--- config.mk ---
export PLATFORM = sky130hd
export DESIGN_NAME = sbg_top
export DESIGN_NICKNAME = d
export VERILOG_FILES = /design/src/rtl/sbg_pkg.sv /design/src/rtl/sbg_rate_if.sv /design/src/rtl/sbg_rate_gen.sv /design/src/rtl/sbg_top.sv
export SDC_FILE = /design/constraint.sdc
export NUM_CORES = 1
export LEC_CHECK = 0
export BUFFER_PORTS_ARGS = -buffer_cell sky130_fd_sc_hd__buf_2
export CAP_MARGIN = 20
export CORE_ASPECT_RATIO = 1.2
export CORE_MARGIN = 2
export CORE_UTILIZATION = 60
export DETAILED_ROUTE_END_ITERATION = 10
export HOLD_SLACK_MARGIN = 0.12
export MAX_ROUTING_LAYER = met4
export PLACE_DENSITY = 0.86
export SLEW_MARGIN = 20
export SYNTH_ARGS = -nofsm -noshare
export SYNTH_HDL_FRONTEND = slang
export SYNTH_SLANG_ARGS = --single-unit
--- constraint.sdc ---
create_clock -name clk_sys -period 17.1 [get_ports clk_sys]
set_input_delay 0.855 -clock clk_sys [delete_from_list [all_inputs] [get_ports clk_sys]]
set_output_delay 0.855 -clock clk_sys [all_outputs]
set_load 0.05 [all_outputs]
--- src/rtl/sbg_pkg.sv ---
package sbg_pkg;

  // ****************************************
  // Register map (byte addresses on APB)
  // ****************************************
  localparam logic [7:0] SBG_OFF_BAUD = 8'h00;    // baud_select_reg
  localparam logic [7:0] SBG_OFF_TX_FINE = 8'h04; // tx_fine_prescale_reg
  localparam logic [7:0] SBG_OFF_RX_FINE = 8'h08; // rx_fine_prescale_reg
  localparam logic [7:0] SBG_OFF_CTRL = 8'h0C;    // Enables, mute, wake select
  localparam logic [7:0] SBG_OFF_STAT = 8'h10;    // Sticky event flags, write one to clear
  localparam logic [7:0] SBG_OFF_MASK = 8'h14;    // Interrupt mask, same layout as status
  localparam logic [7:0] SBG_OFF_DATA = 8'h18;    // Last received word

  // ****************************************
  // Field positions
  // ****************************************
  localparam int SBG_BAUD_COARSE_LSB = 6; // coarse_div_sel[1:0]
  localparam int SBG_BAUD_TX_LSB = 3;     // tx_div_sel[2:0]
  localparam int SBG_BAUD_RX_LSB = 0;     // rx_div_sel[2:0]
  localparam int SBG_CTRL_TX_EN = 0;      // Transmit rate enable
  localparam int SBG_CTRL_RX_EN = 1;      // Receiver enable
  localparam int SBG_CTRL_MUTE = 2;       // receiver_mute
  localparam int SBG_CTRL_WAKE = 3;       // 0 idle-line wake, 1 address-mark wake
  localparam int SBG_STAT_RX_WORD_READY_FLAG = 0;       // rx_word_ready_flag
  localparam int SBG_STAT_IDLE = 1;       // Idle line seen

  // ****************************************
  // Reset values
  // ****************************************
  localparam logic [7:0] SBG_RST_BAUD = 8'h00;
  localparam logic [7:0] SBG_RST_FINE = 8'h00;
  localparam logic [3:0] SBG_RST_CTRL = 4'h0;
  localparam logic [1:0] SBG_RST_STAT = 2'h0;
  localparam logic [1:0] SBG_RST_MASK = 2'h0;

  // ****************************************
  // Divider and timing counts
  // ****************************************
  localparam logic [3:0] SBG_COARSE_F0 = 4'h1; // coarse_divider for select 0
  localparam logic [3:0] SBG_COARSE_F1 = 4'h3; // coarse_divider for select 1
  localparam logic [3:0] SBG_COARSE_F2 = 4'h4; // coarse_divider for select 2
  localparam logic [3:0] SBG_COARSE_F3 = 4'hD; // coarse_divider for select 3
  localparam logic [3:0] SBG_OS_LAST = 4'hF;   // Sixteen sample ticks per bit
  localparam logic [3:0] SBG_OS_MID = 4'h7;    // Start bit checked mid-way
  localparam logic [3:0] SBG_DATA_LAST = 4'h7; // Eight data bits per word
  localparam logic [7:0] SBG_IDLE_OS = 8'hA0;  // Ten bit times of sample ticks
  localparam int SBG_CNT_W = 19;               // Holds 255 * 13 * 128

  // Receiver sequence, one-hot
  typedef enum logic [3:0] {
    SBG_RX_IDLE = 4'h1,
    SBG_RX_START = 4'h2,
    SBG_RX_DATA = 4'h4,
    SBG_RX_STOP = 4'h8
  } sbg_rx_state_type;

endpackage

--- src/rtl/sbg_rate_if.sv ---
// ****************************************
// Rate generator settings and ticks
// ****************************************
interface sbg_rate_if;
  logic [1:0] coarse_sel; // Coarse division select
  logic [2:0] div_sel;    // Power-of-two divider select
  logic [7:0] fine;       // Fine factor, zero bypasses it
  logic enable;           // Direction enabled
  logic os_tick;          // Sixteenth-of-a-bit tick
  logic bit_tick;         // One tick per bit time
  modport gen (input coarse_sel, input div_sel, input fine, input enable, output os_tick, output bit_tick);
  modport user (output coarse_sel, output div_sel, output fine, output enable, input os_tick, input bit_tick);
endinterface

--- src/rtl/sbg_rate_gen.sv ---
module sbg_rate_gen
  import sbg_pkg::*;
(
  input wire logic clk_sys, // System clock
  input wire logic rst_n,   // Asynchronous reset, active low
  sbg_rate_if.gen rate      // Settings in, ticks out
);

  // ****************************************
  // State
  // ****************************************
  typedef struct packed {
    logic [SBG_CNT_W-1:0] cnt; // Cycles within one sample tick
    logic [3:0] sixteenth;     // Sample ticks within one bit
    logic os_tick;             // Sample tick pulse
    logic bit_tick;            // Bit tick pulse
  } sbg_rate_state_type;

  sbg_rate_state_type st;
  sbg_rate_state_type next_st;
  logic [3:0] coarse;         // Selected coarse factor
  logic [SBG_CNT_W-1:0] prod; // Cycles per sample tick

  // Total division per sample tick; one counter serves all stages
  always_comb begin
    case (rate.coarse_sel)
      2'h0: coarse = SBG_COARSE_F0;
      2'h1: coarse = SBG_COARSE_F1;
      2'h2: coarse = SBG_COARSE_F2;
      default: coarse = SBG_COARSE_F3;
    endcase
    // Zero fine factor falls back to the conventional path
    prod = (rate.fine == 8'h00) ? SBG_CNT_W'(coarse) : SBG_CNT_W'(rate.fine) * SBG_CNT_W'(coarse);
    prod = prod << rate.div_sel;
  end

  // Next state; settings are read live every cycle, even mid-count, so software keeps them still while enabled
  always_comb begin
    next_st = st;
    next_st.os_tick = 1'b0;
    next_st.bit_tick = 1'b0;
    if (!rate.enable) begin
      // Stopped direction holds the divider at its start
      next_st.cnt = '0;
      next_st.sixteenth = 4'h0;
    end else if (st.cnt >= prod - SBG_CNT_W'(1)) begin
      next_st.cnt = '0;
      next_st.os_tick = 1'b1;
      next_st.sixteenth = st.sixteenth + 4'h1;
      next_st.bit_tick = (st.sixteenth == SBG_OS_LAST);
    end else begin
      next_st.cnt = st.cnt + SBG_CNT_W'(1);
    end
  end

  // State register
  always_ff @(posedge clk_sys or negedge rst_n) begin
    if (!rst_n) begin
      st <= '0;
    end else begin
      st <= next_st;
    end
  end

  assign rate.os_tick = st.os_tick;
  assign rate.bit_tick = st.bit_tick;

  // ****************************************
  // Checks
  // ****************************************
  logic [SBG_CNT_W-1:0] gap; // Cycles since the last sample tick
  logic seen;                // A sample tick has been seen since enable

  // Helper that measures tick spacing
  always_ff @(posedge clk_sys or negedge rst_n) begin
    if (!rst_n) begin
      gap <= '0;
      seen <= 1'b0;
    end else begin
      gap <= st.os_tick ? SBG_CNT_W'(1) : gap + SBG_CNT_W'(1);
      seen <= rate.enable && (seen || st.os_tick);
    end
  end

  a_os_period: assert property (@(posedge clk_sys) disable iff (!rst_n)
    st.os_tick && seen && $stable(prod) |-> gap == prod)
    else $error("sample tick spacing differs from the selected division");

  a_bit_on_os: assert property (@(posedge clk_sys) disable iff (!rst_n)
    st.bit_tick |-> st.os_tick && st.sixteenth == 4'h0)
    else $error("bit tick not aligned to the sixteenth sample tick");

  a_stopped_quiet: assert property (@(posedge clk_sys) disable iff (!rst_n)
    !rate.enable |=> !st.os_tick)
    else $error("disabled divider produced a tick");

endmodule

--- src/rtl/sbg_top.sv ---
module sbg_top
  import sbg_pkg::*;
(
  input wire logic clk_sys,        // System clock
  input wire logic rst_n,          // Asynchronous reset, active low
  input wire logic psel,           // APB select
  input wire logic penable,        // APB access phase
  input wire logic pwrite,         // APB write
  input wire logic [7:0] paddr,    // APB byte address
  input wire logic [31:0] pwdata,  // APB write data
  output logic [31:0] prdata,      // APB read data
  output logic pready,             // APB ready
  output logic pslverr,            // APB error for unmapped address
  input wire logic rx_line,        // Serial receive line
  output logic irq,                // Level interrupt
  output logic tx_bit_tick,        // One pulse per transmit bit time
  output logic rx_bit_tick         // One pulse per receive bit time
);

  // ****************************************
  // State
  // ****************************************
  typedef struct packed {
    logic [7:0] baud;            // baud_select_reg
    logic [7:0] tx_fine;         // tx_fine_factor
    logic [7:0] rx_fine;         // rx_fine_factor
    logic tx_en;                 // Transmit rate running
    logic rx_en;                 // Receiver running
    logic mute;                  // receiver_mute
    logic wake_sel;              // Wake-up method
    logic [1:0] stat;            // Sticky flags
    logic [1:0] mask;            // Interrupt mask
    logic [7:0] rx_data;         // Last accepted word
    sbg_rx_state_type rx_state;  // Receiver sequence
    logic [3:0] os_cnt;          // Sample ticks within a bit
    logic [3:0] bit_cnt;         // Data bits taken
    logic [7:0] shift;           // Incoming word, LSB first
    logic [7:0] idle_cnt;        // Sample ticks of continuous high
    logic idle_armed;            // Next idle frame counts
    logic [31:0] prdata;         // Read data
    logic pready;                // Answer strobe
    logic pslverr;               // Error strobe
    logic irq;                   // Interrupt level
    logic tx_tick;               // Transmit bit tick copy
    logic rx_tick;               // Receive bit tick copy
  } sbg_top_state_type;

  sbg_top_state_type st;
  sbg_top_state_type next_st;

  sbg_rate_if tx_rate ();
  sbg_rate_if rx_rate ();

  // ****************************************
  // Rate generators
  // ****************************************
  // Coarse select is shared, the power-of-two and fine settings are per direction
  assign tx_rate.coarse_sel = st.baud[SBG_BAUD_COARSE_LSB +: 2];
  assign tx_rate.div_sel = st.baud[SBG_BAUD_TX_LSB +: 3];
  assign tx_rate.fine = st.tx_fine;
  assign tx_rate.enable = st.tx_en;
  assign rx_rate.coarse_sel = st.baud[SBG_BAUD_COARSE_LSB +: 2];
  assign rx_rate.div_sel = st.baud[SBG_BAUD_RX_LSB +: 3];
  assign rx_rate.fine = st.rx_fine;
  assign rx_rate.enable = st.rx_en;

  // Transmit direction divider
  sbg_rate_gen u_tx_rate (
    .clk_sys (clk_sys),
    .rst_n (rst_n),
    .rate (tx_rate.gen)
  );

  // Receive direction divider
  sbg_rate_gen u_rx_rate (
    .clk_sys (clk_sys),
    .rst_n (rst_n),
    .rate (rx_rate.gen)
  );

  // ****************************************
  // Next state
  // ****************************************
  logic acc;            // Access phase present
  logic wr;             // Write completes this edge
  logic frame_done;     // Word with good stop bit
  logic idle_hit;       // Idle frame recognised
  logic wake;           // Hardware clears mute
  logic [1:0] set_stat; // Flags raised by hardware
  logic [1:0] clr_stat; // Flags cleared by software
  logic load_data;      // Capture shifted word

  always_comb begin
    next_st = st;
    acc = psel && penable;
    wr = acc && st.pready && pwrite;
    frame_done = 1'b0;
    idle_hit = 1'b0;
    wake = 1'b0;
    set_stat = 2'h0;
    clr_stat = 2'h0;
    load_data = 1'b0;
    next_st.pready = 1'b0;
    next_st.pslverr = 1'b0;

    // APB answer one cycle into the access phase; read data is latched with it
    if (acc && !st.pready) begin
      next_st.pready = 1'b1;
      if (paddr == SBG_OFF_BAUD) begin
        next_st.prdata = {24'h000000, st.baud};
      end else if (paddr == SBG_OFF_TX_FINE) begin
        next_st.prdata = {24'h000000, st.tx_fine};
      end else if (paddr == SBG_OFF_RX_FINE) begin
        next_st.prdata = {24'h000000, st.rx_fine};
      end else if (paddr == SBG_OFF_CTRL) begin
        next_st.prdata = {28'h0000000, st.wake_sel, st.mute, st.rx_en, st.tx_en};
      end else if (paddr == SBG_OFF_STAT) begin
        next_st.prdata = {30'h00000000, st.stat};
      end else if (paddr == SBG_OFF_MASK) begin
        next_st.prdata = {30'h00000000, st.mask};
      end else if (paddr == SBG_OFF_DATA) begin
        next_st.prdata = {24'h000000, st.rx_data};
      end else begin
        // Unmapped address answers with an error and zero data
        next_st.prdata = 32'h00000000;
        next_st.pslverr = 1'b1;
      end
    end

    // Receiver, stepped by the receive sample tick
    if (!st.rx_en) begin
      next_st.rx_state = SBG_RX_IDLE;
      next_st.os_cnt = 4'h0;
      next_st.bit_cnt = 4'h0;
      next_st.idle_cnt = 8'h00;
    end else if (rx_rate.os_tick) begin
      case (st.rx_state)
        SBG_RX_IDLE: begin
          if (!rx_line) begin
            // Possible start bit; any low breaks the idle count
            next_st.rx_state = SBG_RX_START;
            next_st.os_cnt = 4'h0;
            next_st.idle_cnt = 8'h00;
            next_st.idle_armed = 1'b1;
          end else if (st.idle_cnt != SBG_IDLE_OS) begin
            // A whole character time of high makes an idle frame
            next_st.idle_cnt = st.idle_cnt + 8'h01;
            idle_hit = st.idle_armed && (st.idle_cnt == SBG_IDLE_OS - 8'h01);
          end
        end
        SBG_RX_START: begin
          next_st.os_cnt = st.os_cnt + 4'h1;
          if (st.os_cnt == SBG_OS_MID) begin
            // A high mid-bit is noise, not a start bit
            next_st.rx_state = rx_line ? SBG_RX_IDLE : SBG_RX_DATA;
            next_st.os_cnt = 4'h0;
            next_st.bit_cnt = 4'h0;
          end
        end
        SBG_RX_DATA: begin
          next_st.os_cnt = st.os_cnt + 4'h1;
          if (st.os_cnt == SBG_OS_LAST) begin
            next_st.shift = {rx_line, st.shift[7:1]};
            next_st.bit_cnt = st.bit_cnt + 4'h1;
            if (st.bit_cnt == SBG_DATA_LAST) begin
              next_st.rx_state = SBG_RX_STOP;
            end
          end
        end
        SBG_RX_STOP: begin
          next_st.os_cnt = st.os_cnt + 4'h1;
          if (st.os_cnt == SBG_OS_LAST) begin
            // A low stop bit drops the word silently
            frame_done = rx_line;
            next_st.rx_state = SBG_RX_IDLE;
          end
        end
        default: begin
          next_st.rx_state = SBG_RX_IDLE;
        end
      endcase
    end

    // Word accepted: normally always, while muted only as an address mark
    if (frame_done) begin
      if (!st.mute) begin
        load_data = 1'b1;
        set_stat[SBG_STAT_RX_WORD_READY_FLAG] = 1'b1;
      end else if (st.wake_sel && st.shift[7]) begin
        wake = 1'b1;
        load_data = 1'b1;
        set_stat[SBG_STAT_RX_WORD_READY_FLAG] = 1'b1;
      end
    end

    // Idle frame: wakes a receiver muted for idle-line wake without raising the idle flag
    if (idle_hit) begin
      next_st.idle_armed = 1'b0;
      if (st.mute) begin
        wake = !st.wake_sel;
      end else begin
        set_stat[SBG_STAT_IDLE] = 1'b1;
      end
    end

    if (load_data) begin
      next_st.rx_data = st.shift;
    end
    if (wake) begin
      next_st.mute = 1'b0;
    end

    // Register writes take effect on the edge that samples pready
    if (wr) begin
      if (paddr == SBG_OFF_BAUD) begin
        next_st.baud = pwdata[7:0];
      end else if (paddr == SBG_OFF_TX_FINE) begin
        next_st.tx_fine = pwdata[7:0];
      end else if (paddr == SBG_OFF_RX_FINE) begin
        next_st.rx_fine = pwdata[7:0];
      end else if (paddr == SBG_OFF_CTRL) begin
        // A mute set by software wins over a wake in the same cycle
        next_st.tx_en = pwdata[SBG_CTRL_TX_EN];
        next_st.rx_en = pwdata[SBG_CTRL_RX_EN];
        next_st.mute = pwdata[SBG_CTRL_MUTE];
        next_st.wake_sel = pwdata[SBG_CTRL_WAKE];
      end else if (paddr == SBG_OFF_STAT) begin
        clr_stat = pwdata[1:0];
      end else if (paddr == SBG_OFF_MASK) begin
        next_st.mask = pwdata[1:0];
      end
    end

    // Sticky flags: a set in the clearing cycle survives the clear
    next_st.stat = (st.stat & ~clr_stat) | set_stat;

    // Interrupt held off entirely while muted
    next_st.irq = (|(st.stat & st.mask)) && !st.mute;
    next_st.tx_tick = tx_rate.bit_tick;
    next_st.rx_tick = rx_rate.bit_tick;
  end

  // ****************************************
  // State register
  // ****************************************
  always_ff @(posedge clk_sys or negedge rst_n) begin
    if (!rst_n) begin
      st <= '0;
      st.baud <= SBG_RST_BAUD;
      st.tx_fine <= SBG_RST_FINE;
      st.rx_fine <= SBG_RST_FINE;
      {st.wake_sel, st.mute, st.rx_en, st.tx_en} <= SBG_RST_CTRL;
      st.stat <= SBG_RST_STAT;
      st.mask <= SBG_RST_MASK;
      st.rx_state <= SBG_RX_IDLE;
      st.idle_armed <= 1'b1;
    end else begin
      st <= next_st;
    end
  end

  // Outputs straight from the state register
  assign prdata = st.prdata;
  assign pready = st.pready;
  assign pslverr = st.pslverr;
  assign irq = st.irq;
  assign tx_bit_tick = st.tx_tick;
  assign rx_bit_tick = st.rx_tick;

  // ****************************************
  // Checks
  // ****************************************
  a_mute_no_ready: assert property (@(posedge clk_sys) disable iff (!rst_n)
    $rose(st.stat[SBG_STAT_RX_WORD_READY_FLAG]) |-> !$past(st.mute) || ($past(st.wake_sel) && $past(st.shift[7])))
    else $error("ready flag raised by a muted receiver");

  a_mute_no_idle: assert property (@(posedge clk_sys) disable iff (!rst_n)
    $rose(st.stat[SBG_STAT_IDLE]) |-> !$past(st.mute))
    else $error("idle flag raised by a muted receiver");

  a_muted_no_irq: assert property (@(posedge clk_sys) disable iff (!rst_n)
    st.mute |=> !irq)
    else $error("interrupt raised while muted");

  a_idle_wake: assert property (@(posedge clk_sys) disable iff (!rst_n)
    idle_hit && st.mute && !st.wake_sel && !wr |=> !st.mute && !st.stat[SBG_STAT_IDLE])
    else $error("idle frame did not wake the receiver cleanly");

  a_addr_wake: assert property (@(posedge clk_sys) disable iff (!rst_n)
    frame_done && st.mute && st.wake_sel && st.shift[7] && !wr
    |=> !st.mute && st.stat[SBG_STAT_RX_WORD_READY_FLAG] && st.rx_data == $past(st.shift))
    else $error("address mark did not wake and deliver the word");

  a_idle_span: assert property (@(posedge clk_sys) disable iff (!rst_n)
    idle_hit |-> st.idle_cnt == SBG_IDLE_OS - 8'h01 && rx_line)
    else $error("idle frame recognised before one character time");

  a_ready_pulse: assert property (@(posedge clk_sys) disable iff (!rst_n)
    acc && !pready |=> pready ##1 !pready)
    else $error("APB answer not a single cycle one edge after access");

  // The error strobe only ever rides on an answer
  a_err_with_ready: assert property (@(posedge clk_sys) disable iff (!rst_n)
    pslverr |-> pready)
    else $error("error strobe without ready");

  // Write one to clear; a set in the same cycle is left out of the check
  a_stat_clear: assert property (@(posedge clk_sys) disable iff (!rst_n)
    wr && paddr == SBG_OFF_STAT && set_stat == 2'h0 |=> (st.stat & $past(pwdata[1:0])) == 2'h0)
    else $error("status bits not cleared by a write of one");

  // Pending unmasked flag on an awake receiver raises the line next cycle
  a_irq_level: assert property (@(posedge clk_sys) disable iff (!rst_n)
    (|(st.stat & st.mask)) && !st.mute |=> irq)
    else $error("interrupt missing for a pending unmasked flag");

  // In address mode an idle frame must leave the receiver muted
  a_idle_no_wake: assert property (@(posedge clk_sys) disable iff (!rst_n)
    idle_hit && st.mute && st.wake_sel && !wr |=> st.mute)
    else $error("idle frame woke a receiver set for address wake");

  // A muted receiver keeps the last word it accepted
  a_mute_keeps_data: assert property (@(posedge clk_sys) disable iff (!rst_n)
    frame_done && st.mute && !(st.wake_sel && st.shift[7]) |=> st.rx_data == $past(st.rx_data))
    else $error("muted receiver replaced the held word");

endmodule

==> flow_summary.html <==
<table>
<tr><th>Metric</th><th>Value</th></tr>
<tr><th colspan="2">Outcome</th></tr>
<tr><td>Status</td><td>finished clean</td></tr>
<tr><th colspan="2">Die</th></tr>
<tr><td>Top Ports</td><td>83</td></tr>
<tr><td>Height of the die</td><td>159 um</td></tr>
<tr><td>Core outline area</td><td>19,500 um^2</td></tr>
<tr><td>Floorplan die area</td><td>21,100 um^2</td></tr>
<tr><td>Starting utilization of the core area</td><td>0.611</td></tr>
<tr><td>Width of the die</td><td>133 um</td></tr>
<tr><td>Number of rows in the core area</td><td>56</td></tr>
<tr><th colspan="2">Routing</th></tr>
<tr><td>Post-route ant nets</td><td>0</td></tr>
<tr><td>Routed len/inst</td><td>17.2 um</td></tr>
<tr><td>Detailed-route via count</td><td>10,751</td></tr>
<tr><td>Pre-antenna DRT Iters</td><td>6</td></tr>
<tr><td>Iter 0 DRT Violations</td><td>950</td></tr>
<tr><td>Ratio of routed vias to standard cells</td><td>6.39</td></tr>
<tr><td>Routed Wire Length</td><td>29,000 um</td></tr>
<tr><td>DRC errors left</td><td>0</td></tr>
<tr><th colspan="2">CTS</th></tr>
<tr><td>Clock transition at the registers of the reported paths</td><td>0.06 ns</td></tr>
<tr><td>Root Buffer</td><td>sky130_fd_sc_hd__clkbuf_16</td></tr>
<tr><td>Clock latency on the worst-skew pair</td><td>0.44 ns</td></tr>
<tr><td>Hold-fix buffers at CTS</td><td>0</td></tr>
<tr><td>Number of buffers on the longest clock path</td><td>2</td></tr>
<tr><td>TritonCTS clock tree</td><td>done</td></tr>
<tr><td>Clock sink count</td><td>131</td></tr>
<tr><td>Number of H-tree levels</td><td>4</td></tr>
<tr><td>PostCTS Resize Cnt</td><td>0</td></tr>
<tr><td>Number of buffers inserted during clock tree synthesis</td><td>17</td></tr>
<tr><td>Count of buffers added by post-CTS timing repair for setup</td><td>0</td></tr>
<tr><th colspan="2">GRT</th></tr>
<tr><td>Busiest grt layer</td><td>met2</td></tr>
<tr><td>Global-route track usage on met2</td><td>0.511</td></tr>
<tr><td>Global Route met3 Usage</td><td>0.0449</td></tr>
<tr><td>Pin count of the biggest net entering global routing</td><td>79</td></tr>
<tr><td>Total gr overflow</td><td>0</td></tr>
<tr><td>Total global-route track usage</td><td>0.293</td></tr>
<tr><td>Vias in the first global route</td><td>10,594</td></tr>
<tr><td>Antenna violations before repair</td><td>1</td></tr>
<tr><td>Met1 demand-to-capacity share in global routing</td><td>0.331</td></tr>
<tr><td>Wire length of the first global-routing pass</td><td>49,600 um</td></tr>
<tr><th colspan="2">Power</th></tr>
<tr><td>Combinational fraction of design power</td><td>0.201</td></tr>
<tr><td>Internal cell power</td><td>0.611 mW</td></tr>
<tr><td>Power density of the placed cells</td><td>72.1 nW/um^2</td></tr>
<tr><td>Part of the power in registers</td><td>0.395</td></tr>
<tr><td>Switching portion of total power</td><td>0.331</td></tr>
<tr><td>Static leakage</td><td>5.88 nW</td></tr>
<tr><td>P_sw</td><td>0.303 mW</td></tr>
<tr><td>Max IR drop VDD</td><td>0.0000928 V</td></tr>
<tr><td>Part of the power in the clock network</td><td>0.405</td></tr>
<tr><th colspan="2">STA</th></tr>
<tr><td>Worst Hold Margin</td><td>0.353 ns</td></tr>
<tr><td>Final period utilization</td><td>0.482</td></tr>
<tr><td>Unrepaired setup endpoints after global routing</td><td>no</td></tr>
<tr><td>Final-report setup violation count</td><td>0</td></tr>
<tr><td>Fin. max-slew vios</td><td>0</td></tr>
<tr><td>Fin Setup TNS</td><td>0 ns</td></tr>
<tr><td>Post-layout min period</td><td>8.24 ns</td></tr>
<tr><td>Pin slew with the least headroom to its limit</td><td>1.08 ns</td></tr>
<tr><td>Clock skew</td><td>0.0111 ns</td></tr>
<tr><td>Maximum achievable frequency</td><td>0.121 GHz</td></tr>
<tr><td>Hold violation count in the final report</td><td>0</td></tr>
<tr><td>Worst rel slew slack</td><td>0.277</td></tr>
<tr><td>Least setup slack across all paths after layout</td><td>8.86 ns</td></tr>
<tr><th colspan="2">Place</th></tr>
<tr><td>Port buffer count</td><td>34</td></tr>
<tr><td>Post-placement worst setup slack</td><td>9.19 ns</td></tr>
<tr><td>Last weighted congestion value of the routability-driven placer</td><td>0.903</td></tr>
<tr><td>Sum of net half-perimeters after detailed placement</td><td>20,400 um</td></tr>
<tr><th colspan="2">Worst setup path</th></tr>
<tr><td>Depth of the most critical reg-to-reg path</td><td>25</td></tr>
<tr><td>Crit Reg-Reg Endpoint</td><td>u_rx_rate.st[15]</td></tr>
<tr><td>Buffers and inverters on the worst path</td><td>1</td></tr>
<tr><td>Crit path required time</td><td>17.46 ns</td></tr>
<tr><td>Slack of the worst reg-to-reg path</td><td>8.86 ns</td></tr>
<tr><td>Critical path capture point type</td><td>flop</td></tr>
<tr><td>Worst reg2reg startpoint</td><td>rx_rate.coarse_sel[0]</td></tr>
<tr><td>Cell type group with the largest total delay on the critical path</td><td>compound AO/OA/AOI/OAI gates</td></tr>
<tr><td>Crit-path max cell delay</td><td>0.90 ns</td></tr>
<tr><td>Cell mode on critical path</td><td>sky130_fd_sc_hd__fa_1</td></tr>
<tr><td>Crit path from</td><td>rx_rate.coarse_sel[0]</td></tr>
<tr><td>Setup crit end</td><td>u_rx_rate.st[15]</td></tr>
<tr><td>Max FO, Critical Path</td><td>28</td></tr>
<tr><td>Critical path class</td><td>reg -&gt; reg</td></tr>
<tr><td>Worst endpoint data arrival time</td><td>8.60 ns</td></tr>
<tr><td>Number of gates on the worst path with buffers counted</td><td>25</td></tr>
<tr><td>Setup crit start kind</td><td>flop</td></tr>
<tr><td>Slowest stage cell on the critical path</td><td>sky130_fd_sc_hd__nor2b_1</td></tr>
<tr><th colspan="2">Finish</th></tr>
<tr><td>Fraction of layout cells with a size suffix above 1</td><td>0.0987</td></tr>
<tr><td>Syn-to-layout area delta</td><td>6.04%</td></tr>
<tr><td>Final #Nets</td><td>1,556</td></tr>
<tr><td>Layout Utilization</td><td>0.648</td></tr>
<tr><th colspan="2">Synthesis</th></tr>
<tr><td>Post-synthesis async set-or-reset flop share</td><td>1.00</td></tr>
<tr><td>Yosys top cell area share</td><td>0.270</td></tr>
<tr><td>Count of unique library cells instantiated by Yosys</td><td>89</td></tr>
<tr><td>Yosys top cell by area</td><td>sky130_fd_sc_hd__dfrtp_1</td></tr>
<tr><td>Share of the yosys chip area belonging to registers</td><td>0.275</td></tr>
<tr><td>Number of warnings reported in the yosys synthesis log</td><td>0</td></tr>
<tr><td>Flip-flop and latch count after synthesis</td><td>131</td></tr>
<tr><td>Most used flip-flop cell after synthesis</td><td>sky130_fd_sc_hd__dfrtp_1</td></tr>
<tr><td>Synthesized instance count</td><td>1,423</td></tr>
<tr><td>Post-synthesis instance area</td><td>11,900 um^2</td></tr>
<tr><td>Synthesized area per cell</td><td>8.40 um^2</td></tr>
<tr><td>Largest cells by area after synthesis</td><td>sky130_fd_sc_hd__dfrtp_1 (27%), sky130_fd_sc_hd__ha_1 (8.4%), sky130_fd_sc_hd__nand2_1 (4.8%), sky130_fd_sc_hd__fa_1 (4.0%), sky130_fd_sc_hd__nor2_1 (3.2%)</td></tr>
<tr><td>Number of enable-type register cells in the synthesized netlist</td><td>0</td></tr>
<tr><th colspan="2">Min path</th></tr>
<tr><td>Worst hold-check path type</td><td>reg -&gt; reg</td></tr>
<tr><th colspan="2">Run</th></tr>
<tr><td>Maxcap violations</td><td>0</td></tr>
</table>
==> state kept, by name (all words and copies together), names as in the netlist <==
register and cells:
tx_bit_tick 1, prdata 8, st 46, tx_rate.fine 8, u_tx_rate.rate.bit_tick 1, pready 1, pslverr 1, rx_rate.div_sel 3
u_tx_rate.st 23, u_rx_rate.st 23, rx_rate.fine 8, rx_rate.coarse_sel 2, u_rx_rate.rate.os_tick 1, rx_bit_tick 1, irq 1, tx_rate.enable 1
rx_rate.enable 1, u_rx_rate.rate.bit_tick 1
==> worst reg2reg max path: cells and delay by family (launching register included) <==
| family | cells | cell delay (ns) |
|---|---|---|
| XOR/XNOR | 1 | 0.13 |
| adder cells (fa/ha/maj) | 4 | 1.79 |
| AO/OA/AOI/OAI | 12 | 3.62 |
| flip-flops | 1 | 0.33 |
| AND/OR/NAND/NOR | 7 | 2.04 |
| buffers and inverters | 1 | 0.26 |
==> through the flow <==
step / power [mW] / std cells / cell area (um^2)
after global placement: 0.537 / 1648 / 12100
after detailed placement: 0.546 / 1648 / 12100
after CTS: 0.916 / 1680 / 12700
final: 0.914 / 1682 / 12700
after floorplan: 0.505 / 1446 / 12000
after global routing: 0.953 / 1681 / 12700
==> how the worst min path moves through the flow <==
stage,startpoint,endpoint,cells after the start
6_report,u_tx_rate.rate.bit_tick,tx_bit_tick,0
4_1_cts,u_tx_rate.rate.bit_tick,tx_bit_tick,0
3_3_place_gp,u_tx_rate.rate.bit_tick,tx_bit_tick,0
5_1_grt,u_rx_rate.rate.bit_tick,rx_bit_tick,0
2_1_floorplan,u_rx_rate.rate.bit_tick,rx_bit_tick,0
3_5_place_dp,u_rx_rate.rate.bit_tick,rx_bit_tick,0
==> cells in the final DEF (no fill, tap or decap), types with 7 or more instances in the layout <==
cell                        count
sky130_fd_sc_hd__nand3_1       66
sky130_fd_sc_hd__and3_1        41
sky130_fd_sc_hd__conb_1        24
sky130_fd_sc_hd__o21a_1        11
sky130_fd_sc_hd__xnor2_1       31
sky130_fd_sc_hd__clkbuf_16     17
sky130_fd_sc_hd__nand2b_1      21
sky130_fd_sc_hd__o211ai_1      17
sky130_fd_sc_hd__nor3_1        38
sky130_fd_sc_hd__buf_2         33
sky130_fd_sc_hd__or2_2          8
sky130_fd_sc_hd__nor2_1       102
sky130_fd_sc_hd__mux2_2        34
sky130_fd_sc_hd__nor3b_1       10
sky130_fd_sc_hd__fa_1          24
sky130_fd_sc_hd__buf_4          7
sky130_fd_sc_hd__a211oi_1      18
sky130_fd_sc_hd__inv_1         55
sky130_fd_sc_hd__nand2_1      153
sky130_fd_sc_hd__nand4_1       23
sky130_fd_sc_hd__mux2i_1       21
sky130_fd_sc_hd__xor2_1        43
sky130_fd_sc_hd__a21o_1        20
sky130_fd_sc_hd__o21ai_0       70
sky130_fd_sc_hd__o31ai_1       15
sky130_fd_sc_hd__and2_1        45
sky130_fd_sc_hd__o22ai_1        7
sky130_fd_sc_hd__o32ai_1        8
sky130_fd_sc_hd__inv_8          7
sky130_fd_sc_hd__a21oi_1       46
sky130_fd_sc_hd__a221oi_1       8
sky130_fd_sc_hd__nor2b_1       14
sky130_fd_sc_hd__or3_1          9
sky130_fd_sc_hd__a31oi_1       11
sky130_fd_sc_hd__ha_1          80
sky130_fd_sc_hd__nor4_1        35
sky130_fd_sc_hd__dfrtp_1      129
==> power groups by stage <==
stage	sequential [mW]	clock (mW)	combinational [mW]
after CTS	0.360	0.373	0.184
after floorplan	0.359	0	0.146
after detailed placement	0.365	0	0.181
after global placement	0.363	0	0.173
after global routing	0.364	0.383	0.205
final	0.361	0.370	0.183
==> cells in the mapped netlist, types with 31 or more instances <==
cell type and count:
sky130_fd_sc_hd__a21oi_1 46, sky130_fd_sc_hd__and2_1 45, sky130_fd_sc_hd__and3_1 41, sky130_fd_sc_hd__buf_4 33, sky130_fd_sc_hd__clkbuf_1 55, sky130_fd_sc_hd__dfrtp_1 129, sky130_fd_sc_hd__ha_1 80, sky130_fd_sc_hd__inv_1 55
sky130_fd_sc_hd__mux2_2 34, sky130_fd_sc_hd__nand2_1 153, sky130_fd_sc_hd__nand3_1 66, sky130_fd_sc_hd__nor2_1 102, sky130_fd_sc_hd__nor3_1 38, sky130_fd_sc_hd__nor4_1 35, sky130_fd_sc_hd__o21ai_0 70, sky130_fd_sc_hd__xnor2_1 31
sky130_fd_sc_hd__xor2_1 43
==> area by class of cell <==
| cell class | count | area, um^2 |
|---|---|---|
| flip-flops and latches | 131 | 3280 |
| fillers | 1533 | 6880 |
| repair buffers | 41 | 229 |
| well taps | 261 | 327 |
| clock inverters | 15 | 164 |
| multi-input cells | 1157 | 8020 |
| diodes | 2 | 5.00 |
| inverters | 58 | 218 |
| clock buffers | 17 | 425 |
==> routing by layer <==
metal	share of wire	vias up	wire length, um
met5	0	-	0
met4	0.034	0	985
met3	0.054	96	1570
met2	0.51	405	14700
met1	0.40	5157	11700
li1	-	5093	-
==> logic make-up after synthesis <==
| group | synth area share |
|---|---|
| buf+inv | 0.0616 |
| mux | 0.0515 |
| other cells | 0.000314 |
| fa+ha+maj | 0.124 |
| flops | 0.275 |
| compound gates | 0.173 |
| xor+xnor | 0.0542 |
| simple gates | 0.261 |
Note: power is estimated with default switching activity, not from simulation.
